==> src/logic/mbf_map.svh <==
/*
  constants of the modbus function handler: codes, limits, counter slots.
  assumes inclusion by bare name from every design file that needs them.
*/
`ifndef MBF_MAP_SVH
`define MBF_MAP_SVH

`define MBF_FC_RD_HOLD 8'h03
`define MBF_FC_RD_INPUT 8'h04
`define MBF_FC_WR_SINGLE 8'h06
`define MBF_FC_DIAG 8'h08
`define MBF_FC_DUMP_DICT 8'h65
`define MBF_FC_DUMP_ARRAY 8'h66
`define MBF_SUB_CLEAR 16'h000a
`define MBF_SUB_FIRST 16'h000b
`define MBF_SUB_LAST 16'h0012
`define MBF_SUB_START 8'h55
`define MBF_SUB_NEXT 8'haa
`define MBF_EXC_FLAG 8'h80
`define MBF_EXC_FUNC 8'h01
`define MBF_EXC_ADDR 8'h02
`define MBF_EXC_VALUE 8'h03
`define MBF_EXC_BUSY 8'h06
`define MBF_EXC_NAK 8'h07
`define MBF_RD_MAX 16'h007d
`define MBF_BCAST 8'h00
`define MBF_REQ_LEN 8'h08
`define MBF_MIN_LEN 8'h04
`define MBF_PDO_BASE 16'h1000
`define MBF_CRC_INIT 16'hffff
`define MBF_CRC_POLY 16'ha001
`define MBF_CNT_BUS 0
`define MBF_CNT_COMM 1
`define MBF_CNT_EXC 2
`define MBF_CNT_SERVER 3
`define MBF_CNT_NORESP 4
`define MBF_CNT_NAK 5
`define MBF_CNT_BUSY 6
`define MBF_CNT_OVERRUN 7
`define MBF_NUM_CNT 8

`endif

==> src/logic/mbf_pkg.sv <==
/*
  types of the modbus function handler: state, reply kinds, byte and
  dictionary carriers. assumes nothing of its surroundings.
*/
package mbf_pkg;

  typedef enum logic [5:0] {
    ST_IDLE = 6'h01,
    ST_RECV = 6'h02,
    ST_CHECK = 6'h04,
    ST_EXEC = 6'h08,
    ST_OD_WAIT = 6'h10,
    ST_SEND = 6'h20
  } mbf_state_t;

  typedef enum logic [2:0] {
    K_READ = 3'h0,
    K_ECHO = 3'h1,
    K_DIAG = 3'h2,
    K_EXC = 3'h3,
    K_DUMP = 3'h4
  } mbf_kind_t;

  typedef enum logic [1:0] {
    OD_READ = 2'h0,
    OD_WRITE = 2'h1,
    OD_SEG_OPEN = 2'h2,
    OD_SEG_BYTE = 2'h3
  } mbf_od_op_t;

  typedef struct packed {
    logic valid;
    logic [7:0] data;
    logic frame_end;
    logic overrun;
  } mbf_rx_t;

  typedef struct packed {
    logic valid;
    logic last;
    logic [7:0] data;
  } mbf_tx_t;

  typedef struct packed {
    logic valid;
    mbf_od_op_t op;
    logic [15:0] addr;
    logic [15:0] wdata;
  } mbf_od_req_t;

  typedef struct packed {
    logic ack;
    logic [7:0] exc;
    logic [15:0] rdata;
  } mbf_od_rsp_t;

endpackage

==> src/logic/mbf_crc16.sv <==
/*
  running modbus crc over a byte stream, held in a register.
  assumes bytes and init come from logic on the same clock.
*/
`timescale 1ns/1ps
`include "mbf_map.svh"

module mbf_crc16 (
  // clock and reset
  input wire logic i_clock,
  input wire logic i_reset_n,
  // byte stream
  input wire logic i_init,
  input wire logic i_valid,
  input wire logic [7:0] i_byte,
  // result
  output logic [15:0] o_crc
);

  logic [15:0] next_crc;

  always_comb begin
    next_crc = o_crc ^ {8'h00, i_byte};
    for (int b = 0; b < 8; b++) begin
      if (next_crc[0]) begin
        next_crc = (next_crc >> 1) ^ `MBF_CRC_POLY;
      end else begin
        next_crc = next_crc >> 1;
      end
    end
  end

  always_ff @(posedge i_clock) begin
    if (!i_reset_n || i_init) begin
      o_crc <= `MBF_CRC_INIT;
    end else if (i_valid) begin
      o_crc <= next_crc;
    end
  end

endmodule

==> src/logic/mbf_counter.sv <==
/*
  one wrapping diagnostic counter; an increment beats a clear.
  assumes strobes from logic on the same clock.
*/
`timescale 1ns/1ps

module mbf_counter #(
  parameter int WIDTH = 16
) (
  // clock and reset
  input wire logic i_clock,
  input wire logic i_reset_n,
  // strobes
  input wire logic i_clear,
  input wire logic i_inc,
  // value
  output logic [WIDTH-1:0] o_count
);

  always_ff @(posedge i_clock) begin
    if (!i_reset_n) begin
      o_count <= '0;
    end else if (i_inc) begin
      o_count <= i_clear ? WIDTH'(1) : o_count + WIDTH'(1);
    end else if (i_clear) begin
      o_count <= '0;
    end
  end

endmodule

==> src/logic/mbf_function_handler.sv <==
/*
  modbus rtu server function handler: takes received frame bytes, checks
  crc and address, serves reads, single writes, diagnostics and dictionary
  dumps through a dictionary port, and emits the reply byte stream.
  assumes a framer on the same clock that delivers bytes and a frame-end
  pulse after the inter-frame gap, and a dictionary that answers with ack.
*/
`timescale 1ns/1ps
`include "mbf_map.svh"

// Summary of operation
// - subfunction 0A clears counters and diagnostic register
// - subfunction 0B returns bus message count
// - subfunction 0C returns bus error count
// - subfunction 0D returns exception reply count
// - subfunction 0E returns served message count
// - subfunction 0F returns unanswered message count
// - subfunction 10 returns negative-acknowledge count
// - subfunction 11 returns server-busy count
// - subfunction 12 returns character overrun count
// - code 101 dumps dictionary, start then next
// - code 102 dumps array, start then next
// - codes 03 and 04 read consecutive registers
// - read reply carries byte count twice registers
// - process data reads need 4-byte alignment
// - code 06 writes one 16-bit register
// - single writes go to process data
// - write reply echoes address, value, crc
// - big-endian fields, dump data little-endian
// - eight data bits; stop bits by parity
module mbf_function_handler (
  // clock and reset
  input wire logic i_clock,
  input wire logic i_reset_n,
  // own station
  input wire logic [7:0] i_station_address_field,
  // received bytes
  input wire mbf_pkg::mbf_rx_t i_rx,
  // reply bytes
  input wire logic i_tx_ready,
  output mbf_pkg::mbf_tx_t o_tx,
  // dictionary port
  input wire mbf_pkg::mbf_od_rsp_t i_od,
  output mbf_pkg::mbf_od_req_t o_od,
  // status
  output logic [15:0] o_diag_register
);

  ////////////////////////////////////////////////////////////////////////
  // decode helpers

  function automatic logic is_diag_sub(input logic [15:0] sub);
    is_diag_sub = (sub >= `MBF_SUB_CLEAR) && (sub <= `MBF_SUB_LAST);
  endfunction

  function automatic logic is_read_fc(input logic [7:0] fc);
    is_read_fc = (fc == `MBF_FC_RD_HOLD) || (fc == `MBF_FC_RD_INPUT);
  endfunction

  ////////////////////////////////////////////////////////////////////////
  // state

  mbf_pkg::mbf_state_t state;
  mbf_pkg::mbf_kind_t kind;
  logic [7:0] rx_len;
  logic [5:0][7:0] hdr;
  logic [15:0] word;
  logic word_ok;
  logic first_fetch;
  logic [15:0] fetch_addr;
  logic [8:0] idx;
  logic [8:0] body_len;
  logic [7:0] exc_code;
  logic bcast;
  logic [15:0] rx_crc;
  logic [15:0] tx_crc;
  logic [15:0] cnt [`MBF_NUM_CNT];
  logic [`MBF_NUM_CNT-1:0] cnt_inc;
  logic cnt_clear;

  logic [7:0] fc;
  logic [15:0] w2;
  logic [15:0] w4;
  logic [15:0] sub_off;
  logic tx_free;
  logic in_crc;
  logic need_word;
  logic body_load;
  logic frame_good;
  logic for_us;
  logic exc_start;
  logic [7:0] next_byte;

  assign fc = hdr[1];
  assign w2 = {hdr[2], hdr[3]};
  assign w4 = {hdr[4], hdr[5]};
  assign sub_off = w2 - `MBF_SUB_FIRST;
  assign tx_free = !o_tx.valid || i_tx_ready;
  assign in_crc = (idx >= body_len);
  assign frame_good = (rx_len >= `MBF_MIN_LEN) && (rx_crc == 16'h0000);
  assign for_us = (hdr[0] == i_station_address_field) || (hdr[0] == `MBF_BCAST);

  ////////////////////////////////////////////////////////////////////////
  // crc engines and counters

  mbf_crc16 u_rx_crc (
    .i_clock(i_clock),
    .i_reset_n(i_reset_n),
    .i_init(state == mbf_pkg::ST_CHECK),
    .i_valid(i_rx.valid && (state == mbf_pkg::ST_IDLE || state == mbf_pkg::ST_RECV)),
    .i_byte(i_rx.data),
    .o_crc(rx_crc)
  );

  mbf_crc16 u_tx_crc (
    .i_clock(i_clock),
    .i_reset_n(i_reset_n),
    .i_init(state == mbf_pkg::ST_EXEC),
    .i_valid(body_load),
    .i_byte(next_byte),
    .o_crc(tx_crc)
  );

  generate
    for (genvar g = 0; g < `MBF_NUM_CNT; g++) begin : g_cnt
      mbf_counter #(.WIDTH(16)) u_cnt (
        .i_clock(i_clock),
        .i_reset_n(i_reset_n),
        .i_clear(cnt_clear),
        .i_inc(cnt_inc[g]),
        .o_count(cnt[g])
      );
    end
  endgenerate

  ////////////////////////////////////////////////////////////////////////
  // counter events

  assign exc_start = (state == mbf_pkg::ST_SEND) && (kind == mbf_pkg::K_EXC) && (idx == 9'h000) && tx_free;
  assign cnt_clear = (state == mbf_pkg::ST_EXEC) && (fc == `MBF_FC_DIAG) && (rx_len == `MBF_REQ_LEN)
                     && (w2 == `MBF_SUB_CLEAR) && (hdr[0] != `MBF_BCAST);

  always_comb begin
    cnt_inc = '0;
    cnt_inc[`MBF_CNT_BUS] = (state == mbf_pkg::ST_CHECK);
    cnt_inc[`MBF_CNT_COMM] = (state == mbf_pkg::ST_CHECK) && !frame_good;
    cnt_inc[`MBF_CNT_SERVER] = (state == mbf_pkg::ST_CHECK) && frame_good && for_us;
    cnt_inc[`MBF_CNT_NORESP] = (state == mbf_pkg::ST_EXEC) && bcast;
    cnt_inc[`MBF_CNT_EXC] = exc_start;
    cnt_inc[`MBF_CNT_NAK] = exc_start && (exc_code == `MBF_EXC_NAK);
    cnt_inc[`MBF_CNT_BUSY] = exc_start && (exc_code == `MBF_EXC_BUSY);
    cnt_inc[`MBF_CNT_OVERRUN] = i_rx.overrun;
  end

  // one sticky bit per exception code sent; a new one beats the clear
  always_ff @(posedge i_clock) begin
    if (!i_reset_n) begin
      o_diag_register <= 16'h0000;
    end else if (exc_start) begin
      o_diag_register <= (cnt_clear ? 16'h0000 : o_diag_register) | (16'h0001 << exc_code[3:0]);
    end else if (cnt_clear) begin
      o_diag_register <= 16'h0000;
    end
  end

  ////////////////////////////////////////////////////////////////////////
  // receive: header bytes and frame length

  always_ff @(posedge i_clock) begin
    if (!i_reset_n) begin
      rx_len <= 8'h00;
      hdr <= '0;
    end else if (state == mbf_pkg::ST_IDLE && i_rx.valid) begin
      rx_len <= 8'h01;
      hdr[0] <= i_rx.data;
    end else if (state == mbf_pkg::ST_RECV && i_rx.valid) begin
      if (rx_len < 8'h06) begin
        hdr[rx_len[2:0]] <= i_rx.data;
      end
      if (rx_len != 8'hff) begin
        rx_len <= rx_len + 8'h01;
      end
    end
  end

  ////////////////////////////////////////////////////////////////////////
  // reply byte generation

  always_comb begin
    next_byte = 8'h00;
    case (kind)
      mbf_pkg::K_READ: begin
        if (idx == 9'h000) next_byte = hdr[0];
        else if (idx == 9'h001) next_byte = fc;
        else if (idx == 9'h002) next_byte = {w4[6:0], 1'b0};
        else next_byte = idx[0] ? word[15:8] : word[7:0];
      end
      mbf_pkg::K_ECHO: begin
        next_byte = hdr[idx[2:0]];
      end
      mbf_pkg::K_DIAG: begin
        if (idx == 9'h004) next_byte = word[15:8];
        else if (idx == 9'h005) next_byte = word[7:0];
        else next_byte = hdr[idx[2:0]];
      end
      mbf_pkg::K_EXC: begin
        if (idx == 9'h000) next_byte = hdr[0];
        else if (idx == 9'h001) next_byte = fc | `MBF_EXC_FLAG;
        else next_byte = exc_code;
      end
      mbf_pkg::K_DUMP: begin
        if (idx == 9'h000) next_byte = hdr[0];
        else if (idx == 9'h001) next_byte = fc;
        else if (idx == 9'h002) next_byte = hdr[2];
        else if (idx == 9'h003) next_byte = body_len[7:0] - 8'h04;
        else next_byte = word[7:0];
      end
      default: next_byte = 8'h00;
    endcase
  end

  assign need_word = !word_ok && !in_crc &&
                     (((kind == mbf_pkg::K_READ) && (idx >= 9'h003) && idx[0]) ||
                      ((kind == mbf_pkg::K_DUMP) && (idx >= 9'h004)));
  assign body_load = (state == mbf_pkg::ST_SEND) && tx_free && !in_crc && !need_word;

  ////////////////////////////////////////////////////////////////////////
  // control sequence

  always_ff @(posedge i_clock) begin
    if (!i_reset_n) begin
      state <= mbf_pkg::ST_IDLE;
      kind <= mbf_pkg::K_EXC;
      exc_code <= 8'h00;
      bcast <= 1'b0;
      word <= 16'h0000;
      word_ok <= 1'b0;
      first_fetch <= 1'b0;
      fetch_addr <= 16'h0000;
      idx <= 9'h000;
      body_len <= 9'h000;
      o_od <= '0;
      o_tx <= '0;
    end else begin
      case (state)
        mbf_pkg::ST_IDLE: begin
          if (i_rx.valid) state <= mbf_pkg::ST_RECV;
        end
        mbf_pkg::ST_RECV: begin
          if (i_rx.frame_end) state <= mbf_pkg::ST_CHECK;
        end
        mbf_pkg::ST_CHECK: begin
          bcast <= (hdr[0] == `MBF_BCAST);
          state <= (frame_good && for_us) ? mbf_pkg::ST_EXEC : mbf_pkg::ST_IDLE;
        end
        mbf_pkg::ST_EXEC: begin
          idx <= 9'h000;
          word_ok <= 1'b0;
          first_fetch <= 1'b1;
          kind <= mbf_pkg::K_EXC;
          body_len <= 9'h003;
          state <= mbf_pkg::ST_SEND;
          if (is_read_fc(fc)) begin
            if (rx_len != `MBF_REQ_LEN || w4 == 16'h0000 || w4 > `MBF_RD_MAX) begin
              exc_code <= `MBF_EXC_VALUE;
            end else if (w2 >= `MBF_PDO_BASE && w2[0]) begin
              exc_code <= `MBF_EXC_ADDR;
            end else begin
              kind <= mbf_pkg::K_READ;
              body_len <= {w4[7:0], 1'b0} + 9'h003;
              fetch_addr <= w2 + 16'h0001;
              o_od <= '{valid: 1'b1, op: mbf_pkg::OD_READ, addr: w2, wdata: 16'h0000};
              state <= mbf_pkg::ST_OD_WAIT;
            end
          end else if (fc == `MBF_FC_WR_SINGLE) begin
            if (rx_len != `MBF_REQ_LEN) begin
              exc_code <= `MBF_EXC_VALUE;
            end else if (w2 < `MBF_PDO_BASE) begin
              exc_code <= `MBF_EXC_ADDR;
            end else begin
              kind <= mbf_pkg::K_ECHO;
              body_len <= 9'h006;
              o_od <= '{valid: 1'b1, op: mbf_pkg::OD_WRITE, addr: w2, wdata: w4};
              state <= mbf_pkg::ST_OD_WAIT;
            end
          end else if (fc == `MBF_FC_DIAG) begin
            if (rx_len != `MBF_REQ_LEN) begin
              exc_code <= `MBF_EXC_VALUE;
            end else if (!is_diag_sub(w2)) begin
              exc_code <= `MBF_EXC_FUNC;
            end else begin
              kind <= mbf_pkg::K_DIAG;
              body_len <= 9'h006;
              word <= (w2 == `MBF_SUB_CLEAR) ? w4 : cnt[sub_off[2:0]];
            end
          end else if (fc == `MBF_FC_DUMP_DICT || fc == `MBF_FC_DUMP_ARRAY) begin
            if (hdr[2] != `MBF_SUB_START && hdr[2] != `MBF_SUB_NEXT) begin
              exc_code <= `MBF_EXC_FUNC;
            end else begin
              kind <= mbf_pkg::K_DUMP;
              fetch_addr <= 16'h0000;
              o_od <= '{valid: 1'b1, op: mbf_pkg::OD_SEG_OPEN, addr: {hdr[3], hdr[4]}, wdata: {fc, hdr[2]}};
              state <= mbf_pkg::ST_OD_WAIT;
            end
          end else begin
            exc_code <= `MBF_EXC_FUNC;
          end
          // broadcast: only a single write acts, and nothing answers
          if (bcast) begin
            kind <= mbf_pkg::K_ECHO;
            if (fc == `MBF_FC_WR_SINGLE && rx_len == `MBF_REQ_LEN && w2 >= `MBF_PDO_BASE) begin
              o_od <= '{valid: 1'b1, op: mbf_pkg::OD_WRITE, addr: w2, wdata: w4};
              state <= mbf_pkg::ST_OD_WAIT;
            end else begin
              o_od <= '0;
              state <= mbf_pkg::ST_IDLE;
            end
          end
        end
        mbf_pkg::ST_OD_WAIT: begin
          if (i_od.ack) begin
            o_od <= '0;
            first_fetch <= 1'b0;
            state <= bcast ? mbf_pkg::ST_IDLE : mbf_pkg::ST_SEND;
            if (first_fetch && i_od.exc != 8'h00) begin
              kind <= mbf_pkg::K_EXC;
              exc_code <= i_od.exc;
              body_len <= 9'h003;
            end else if (o_od.op == mbf_pkg::OD_SEG_OPEN) begin
              body_len <= {1'b0, i_od.rdata[7:0]} + 9'h004;
            end else begin
              word <= i_od.rdata;
              word_ok <= 1'b1;
            end
          end
        end
        mbf_pkg::ST_SEND: begin
          if (tx_free) begin
            if (need_word) begin
              o_tx <= '0;
              fetch_addr <= fetch_addr + 16'h0001;
              if (kind == mbf_pkg::K_DUMP) begin
                o_od <= '{valid: 1'b1, op: mbf_pkg::OD_SEG_BYTE, addr: fetch_addr, wdata: 16'h0000};
              end else begin
                o_od <= '{valid: 1'b1, op: mbf_pkg::OD_READ, addr: fetch_addr, wdata: 16'h0000};
              end
              state <= mbf_pkg::ST_OD_WAIT;
            end else if (idx == body_len) begin
              o_tx <= '{valid: 1'b1, last: 1'b0, data: tx_crc[7:0]};
              idx <= idx + 9'h001;
            end else if (idx == body_len + 9'h001) begin
              o_tx <= '{valid: 1'b1, last: 1'b1, data: tx_crc[15:8]};
              idx <= idx + 9'h001;
            end else if (in_crc) begin
              o_tx <= '0;
              state <= mbf_pkg::ST_IDLE;
            end else begin
              o_tx <= '{valid: 1'b1, last: 1'b0, data: next_byte};
              idx <= idx + 9'h001;
              if ((kind == mbf_pkg::K_READ && idx >= 9'h003 && !idx[0]) || kind == mbf_pkg::K_DUMP) begin
                word_ok <= 1'b0;
              end
            end
          end
        end
        default: state <= mbf_pkg::ST_IDLE;
      endcase
    end
  end

endmodule

==> config.mk <==
export PLATFORM = sky130hd
export DESIGN_NAME = mbf_function_handler
export DESIGN_NICKNAME = d
export VERILOG_FILES = /design/src/logic/mbf_pkg.sv /design/src/logic/mbf_crc16.sv /design/src/logic/mbf_counter.sv /design/src/logic/mbf_function_handler.sv
export VERILOG_INCLUDE_DIRS = /design/src /design/src/logic
export SDC_FILE = /design/constraint.sdc
export NUM_CORES = 1
export LEC_CHECK = 0
export ABC_AREA = 1
export ABC_CLOCK_PERIOD_IN_PS = 5900
export BUFFER_PORTS_ARGS = -buffer_cell sky130_fd_sc_hd__buf_2
export CELL_PAD_IN_SITES_DETAIL_PLACEMENT = 1
export CELL_PAD_IN_SITES_GLOBAL_PLACEMENT = 2
export CORE_MARGIN = 2
export CORE_UTILIZATION = 38
export CTS_BUF_LIST = sky130_fd_sc_hd__clkbuf_4
export DETAILED_ROUTE_END_ITERATION = 8
export PLACE_DENSITY_LB_ADDON = 0.1
export SYNTH_ARGS = -nofsm -noshare
export SYNTH_HDL_FRONTEND = slang
export SYNTH_SLANG_ARGS = --single-unit
==> constraint.sdc <==
create_clock -name i_clock -period 5.9 [get_ports i_clock]
set_clock_uncertainty 0.2 [all_clocks]
set_input_delay 0.885 -clock i_clock [delete_from_list [all_inputs] [get_ports i_clock]]
set_output_delay 0.885 -clock i_clock [all_outputs]
set_load 0.005 [all_outputs]
==> flow_summary.toml <==
[timing]
rsz0062_at_grt = "no"
fmax_mhz = 204.6
min_period_over_period = 0.8286
worst_pin_slew_ns = 1.254
setup_tns_ns = 0
period_minus_slack_ns = 4.889
setup_slack_ns = 1.011
slew_headroom = 0.1528
final-hold-violation-count = 0
setup_viol = 0
hold_slack_ns = 0.09647
drv_slew = 0

[route]
first_pass_iters = 7
drt_iter0_markers = 1538
viasPerCell = 5.692
wl_per_cell_um = 22.09
drtAntennaViolNets = 0
vias = 22450
postRouteWirelength_um = 87120
drc_errors = 0

[setup_path]
critPathSlowestCell = "nor2_1"
ff2ff_setup_slack_ns = 1.01
required_ns = 6.50
start_kind = "register"
worstPathMaxFanout = 29
critPathMaxStageDelay_ns = 0.81
cp.arrival_ns = 5.48
cp-end-kind = "register"
criticalPathCategory = "reg -> reg"
timing.critical_path.cells = "inv_2 > ha_1 > nand3_1 > o211ai_1 > nand2_1 > nand2_1 > nor2_1 > inv_1 > nor2_1 > nand2_1 > inv_1 > nor2_1 > inv_1 > nor2_1 > nand2_1 > inv_2 > o21ai_0 > o221ai_1"

[synth]
synthArstFlopShare = 0
synth_cells = 3062
syn_area_mm2 = 0.02028
yosysSeqAreaShare = 0.3425
synth-edff-count = 0
synth_flop_cell = "dfxtp_1"
synth_cell_types = 61
ys.warnings.count = 0
syn_nets = 3143
syn_area_per_cell_um2 = 6.624
ys_seq_elements = 347

[final_layout]
final_core_util = 0.4313
syn_to_final_growth_pct = 11.96
final_layout_size_suffix_gt1_frac = 0.1150
nets = 3257
filler_cell_count = 6965
final_cell_mix = "nand2_1 (559), o21ai_0 (347), dfxtp_1 (346)"
mostFrequentLayoutCell = "nand2_1"

[global_routing]
grt_pass1_vias = 22310
grt_util_met1 = 0.3945
grt_max_degree = 82
gr-usage-met3 = 0.05357
gr-max-usage-layer = "met2"
grt_first_pass_wirelength_um = 132000
antenna_found_initial = 7
met2_usage = 0.4996
track_usage = 0.3063
grt_overflow_total = 0

[run_status]
status = "complete, no violations"

[pwr]
combPwrFrac = 0.225
p_seq_frac = 0.404
p_int_mw = 4.259
p_switching_mw = 2.362
clkPwrFrac = 0.371
power_density_mw_per_mm2 = 291.5
max-vdd-ir-drop_mv = 0.1197
total_power_mw = 6.621
p_leak_nw = 9.003
swShare = 0.3568

[clock_network]
clk_latency_ns = 0.89
htree_levels = 3
numCtsBuffers = 105
cts.sinks = 347
clkTransAtPathRegs_ns = 0.08
clock_tree.buffer_depth = 3
cts_tree = "yes"
root_buffer = "clkbuf_4"
cts_resized = 0

[die]
initial_core_util = 0.3852
ios = 108
die_w_um = 235.0
num_rows = 84
die_h_um = 235.0
die_area_mm2 = 0.05524
core_area_mm2 = 0.05266

[run]
drv_cap = 0

[placed_design]
pre_cts_slack_ns = 1.038
dp_hpwl_um = 65590
gp_congestion = 0.9901
port_buffers = 107

[min_path]
hp-class = "in -> reg"
-- metrics by stage --
step / area (um2) / std cells
final: 22710 / 3944
after global routing: 22700 / 3941
after CTS: 22700 / 3939
after detailed placement: 21350 / 3756
after global placement: 21350 / 3756
after floorplan: 20280 / 3062
-- sequential cells by signal, summed over array words and instances (netlist names) --
name                 flops
u_tx_crc.o_crc          16
o_tx                    10
fetch_addr              16
kind                     3
g_cnt.u_cnt.o_count    128
bcast                    1
idx                      9
hdr                     40
rx_len                   8
o_od                    35
word_ok                  1
state                    6
o_diag_register         16
u_rx_crc.o_crc          16
fc                       8
first_fetch              1
word                    16
exc_code                 8
body_len                 9
-- cells in the mapped netlist (all sizes together), types with 5 or more instances --
master,number,area [um2]
clkbuf,92,345.3
nor2,267,1056
a21oi,344,1722
o21ai,359,1800
dfxtp,347,6947
a22oi,11,82.58
nand4,37,244.0
inv,358,1346
and3,5,31.28
nand3,199,1011
nand2,566,2142
ha,34,425.4
or2,10,62.56
o211ai,36,270.3
a31oi,33,206.5
xnor2,18,157.7
nor3,99,531.8
a211oi,34,255.2
o211a,6,60.06
buf,33,185.2
o22ai,15,93.84
o21a,11,82.58
a32oi,10,87.58
nor3b,11,87.58
xor2,44,385.4
a221oi,12,105.1
nor4,36,292.8
-- layout make-up --
cell class                      count  area [um2]  share of cell area
Clock inverter                     32       214.0            0.009421
Inverter                          362        1361             0.05995
Clock buffer                      150        1126             0.04959
Tap cell                          688       860.8             0.03791
Timing Repair Buffer              132       728.2             0.03207
Antenna cell                        5       12.51           0.0005510
Multi-Input combinational cell   2228       11460              0.5046
Sequential cell                   347        6948              0.3059
-- final timing paths --
check	startpoint	end	cells after the start
max reg2reg	idx[0]$_SDFFE_PN0P_	u_tx_crc.o_crc[6]$_SDFFE_PP1P_	18
min reg2reg	o_diag_register[7]$_SDFF_PN0_	o_diag_register[7]$_SDFF_PN0_	2
min	i_od[21]	exc_code[5]$_SDFFE_PN0P_	3
max	idx[0]$_SDFFE_PN0P_	u_tx_crc.o_crc[6]$_SDFFE_PP1P_	18
-- critical path, delay by kind of cell (launching register included) --
family          cells  cell delay [ns]
simple gates        9             1.95
buf+inv             5             1.11
flops               1             0.60
compound gates      3             0.47
fa+ha+maj           1             0.43
-- repair_timing --
item | in CTS | in global routing
hold buffers | 1 | 0
setup buffers | 0 | 0
endpoints found under the hold margin | 1 | 0
endpoints found under the setup margin | 0 | 0
-- power groups by stage --
stage / registers (mW) / clock network, mW / logic, mW
finish: 2.67 / 2.46 / 1.49
global placement: 2.71 / 0 / 1.42
floorplan: 2.66 / 0 / 1.00
detailed placement: 2.72 / 0 / 1.47
global route: 2.69 / 2.66 / 1.65
CTS: 2.67 / 2.53 / 1.48
-- layer usage --
layer,routed length (um),vias up
met4,3697,0
li1,-,10720
met5,0,-
met3,5560,185
met2,40120,640
met1,37740,10900
-- kinds of logic (layout without fill, tap and decap cells) --
group | count (synthesis) | after routing | share of synthesized area
flops | 347 | 347 | 0.3425
simple gates | 1240 | 1240 | 0.2727
other cells | 0 | 5 | 0
compound gates | 892 | 892 | 0.2438
xor+xnor | 62 | 62 | 0.02677
fa+ha+maj | 34 | 34 | 0.02097
buf+inv | 487 | 676 | 0.09327
Note: power is estimated with default switching activity, not from simulation.
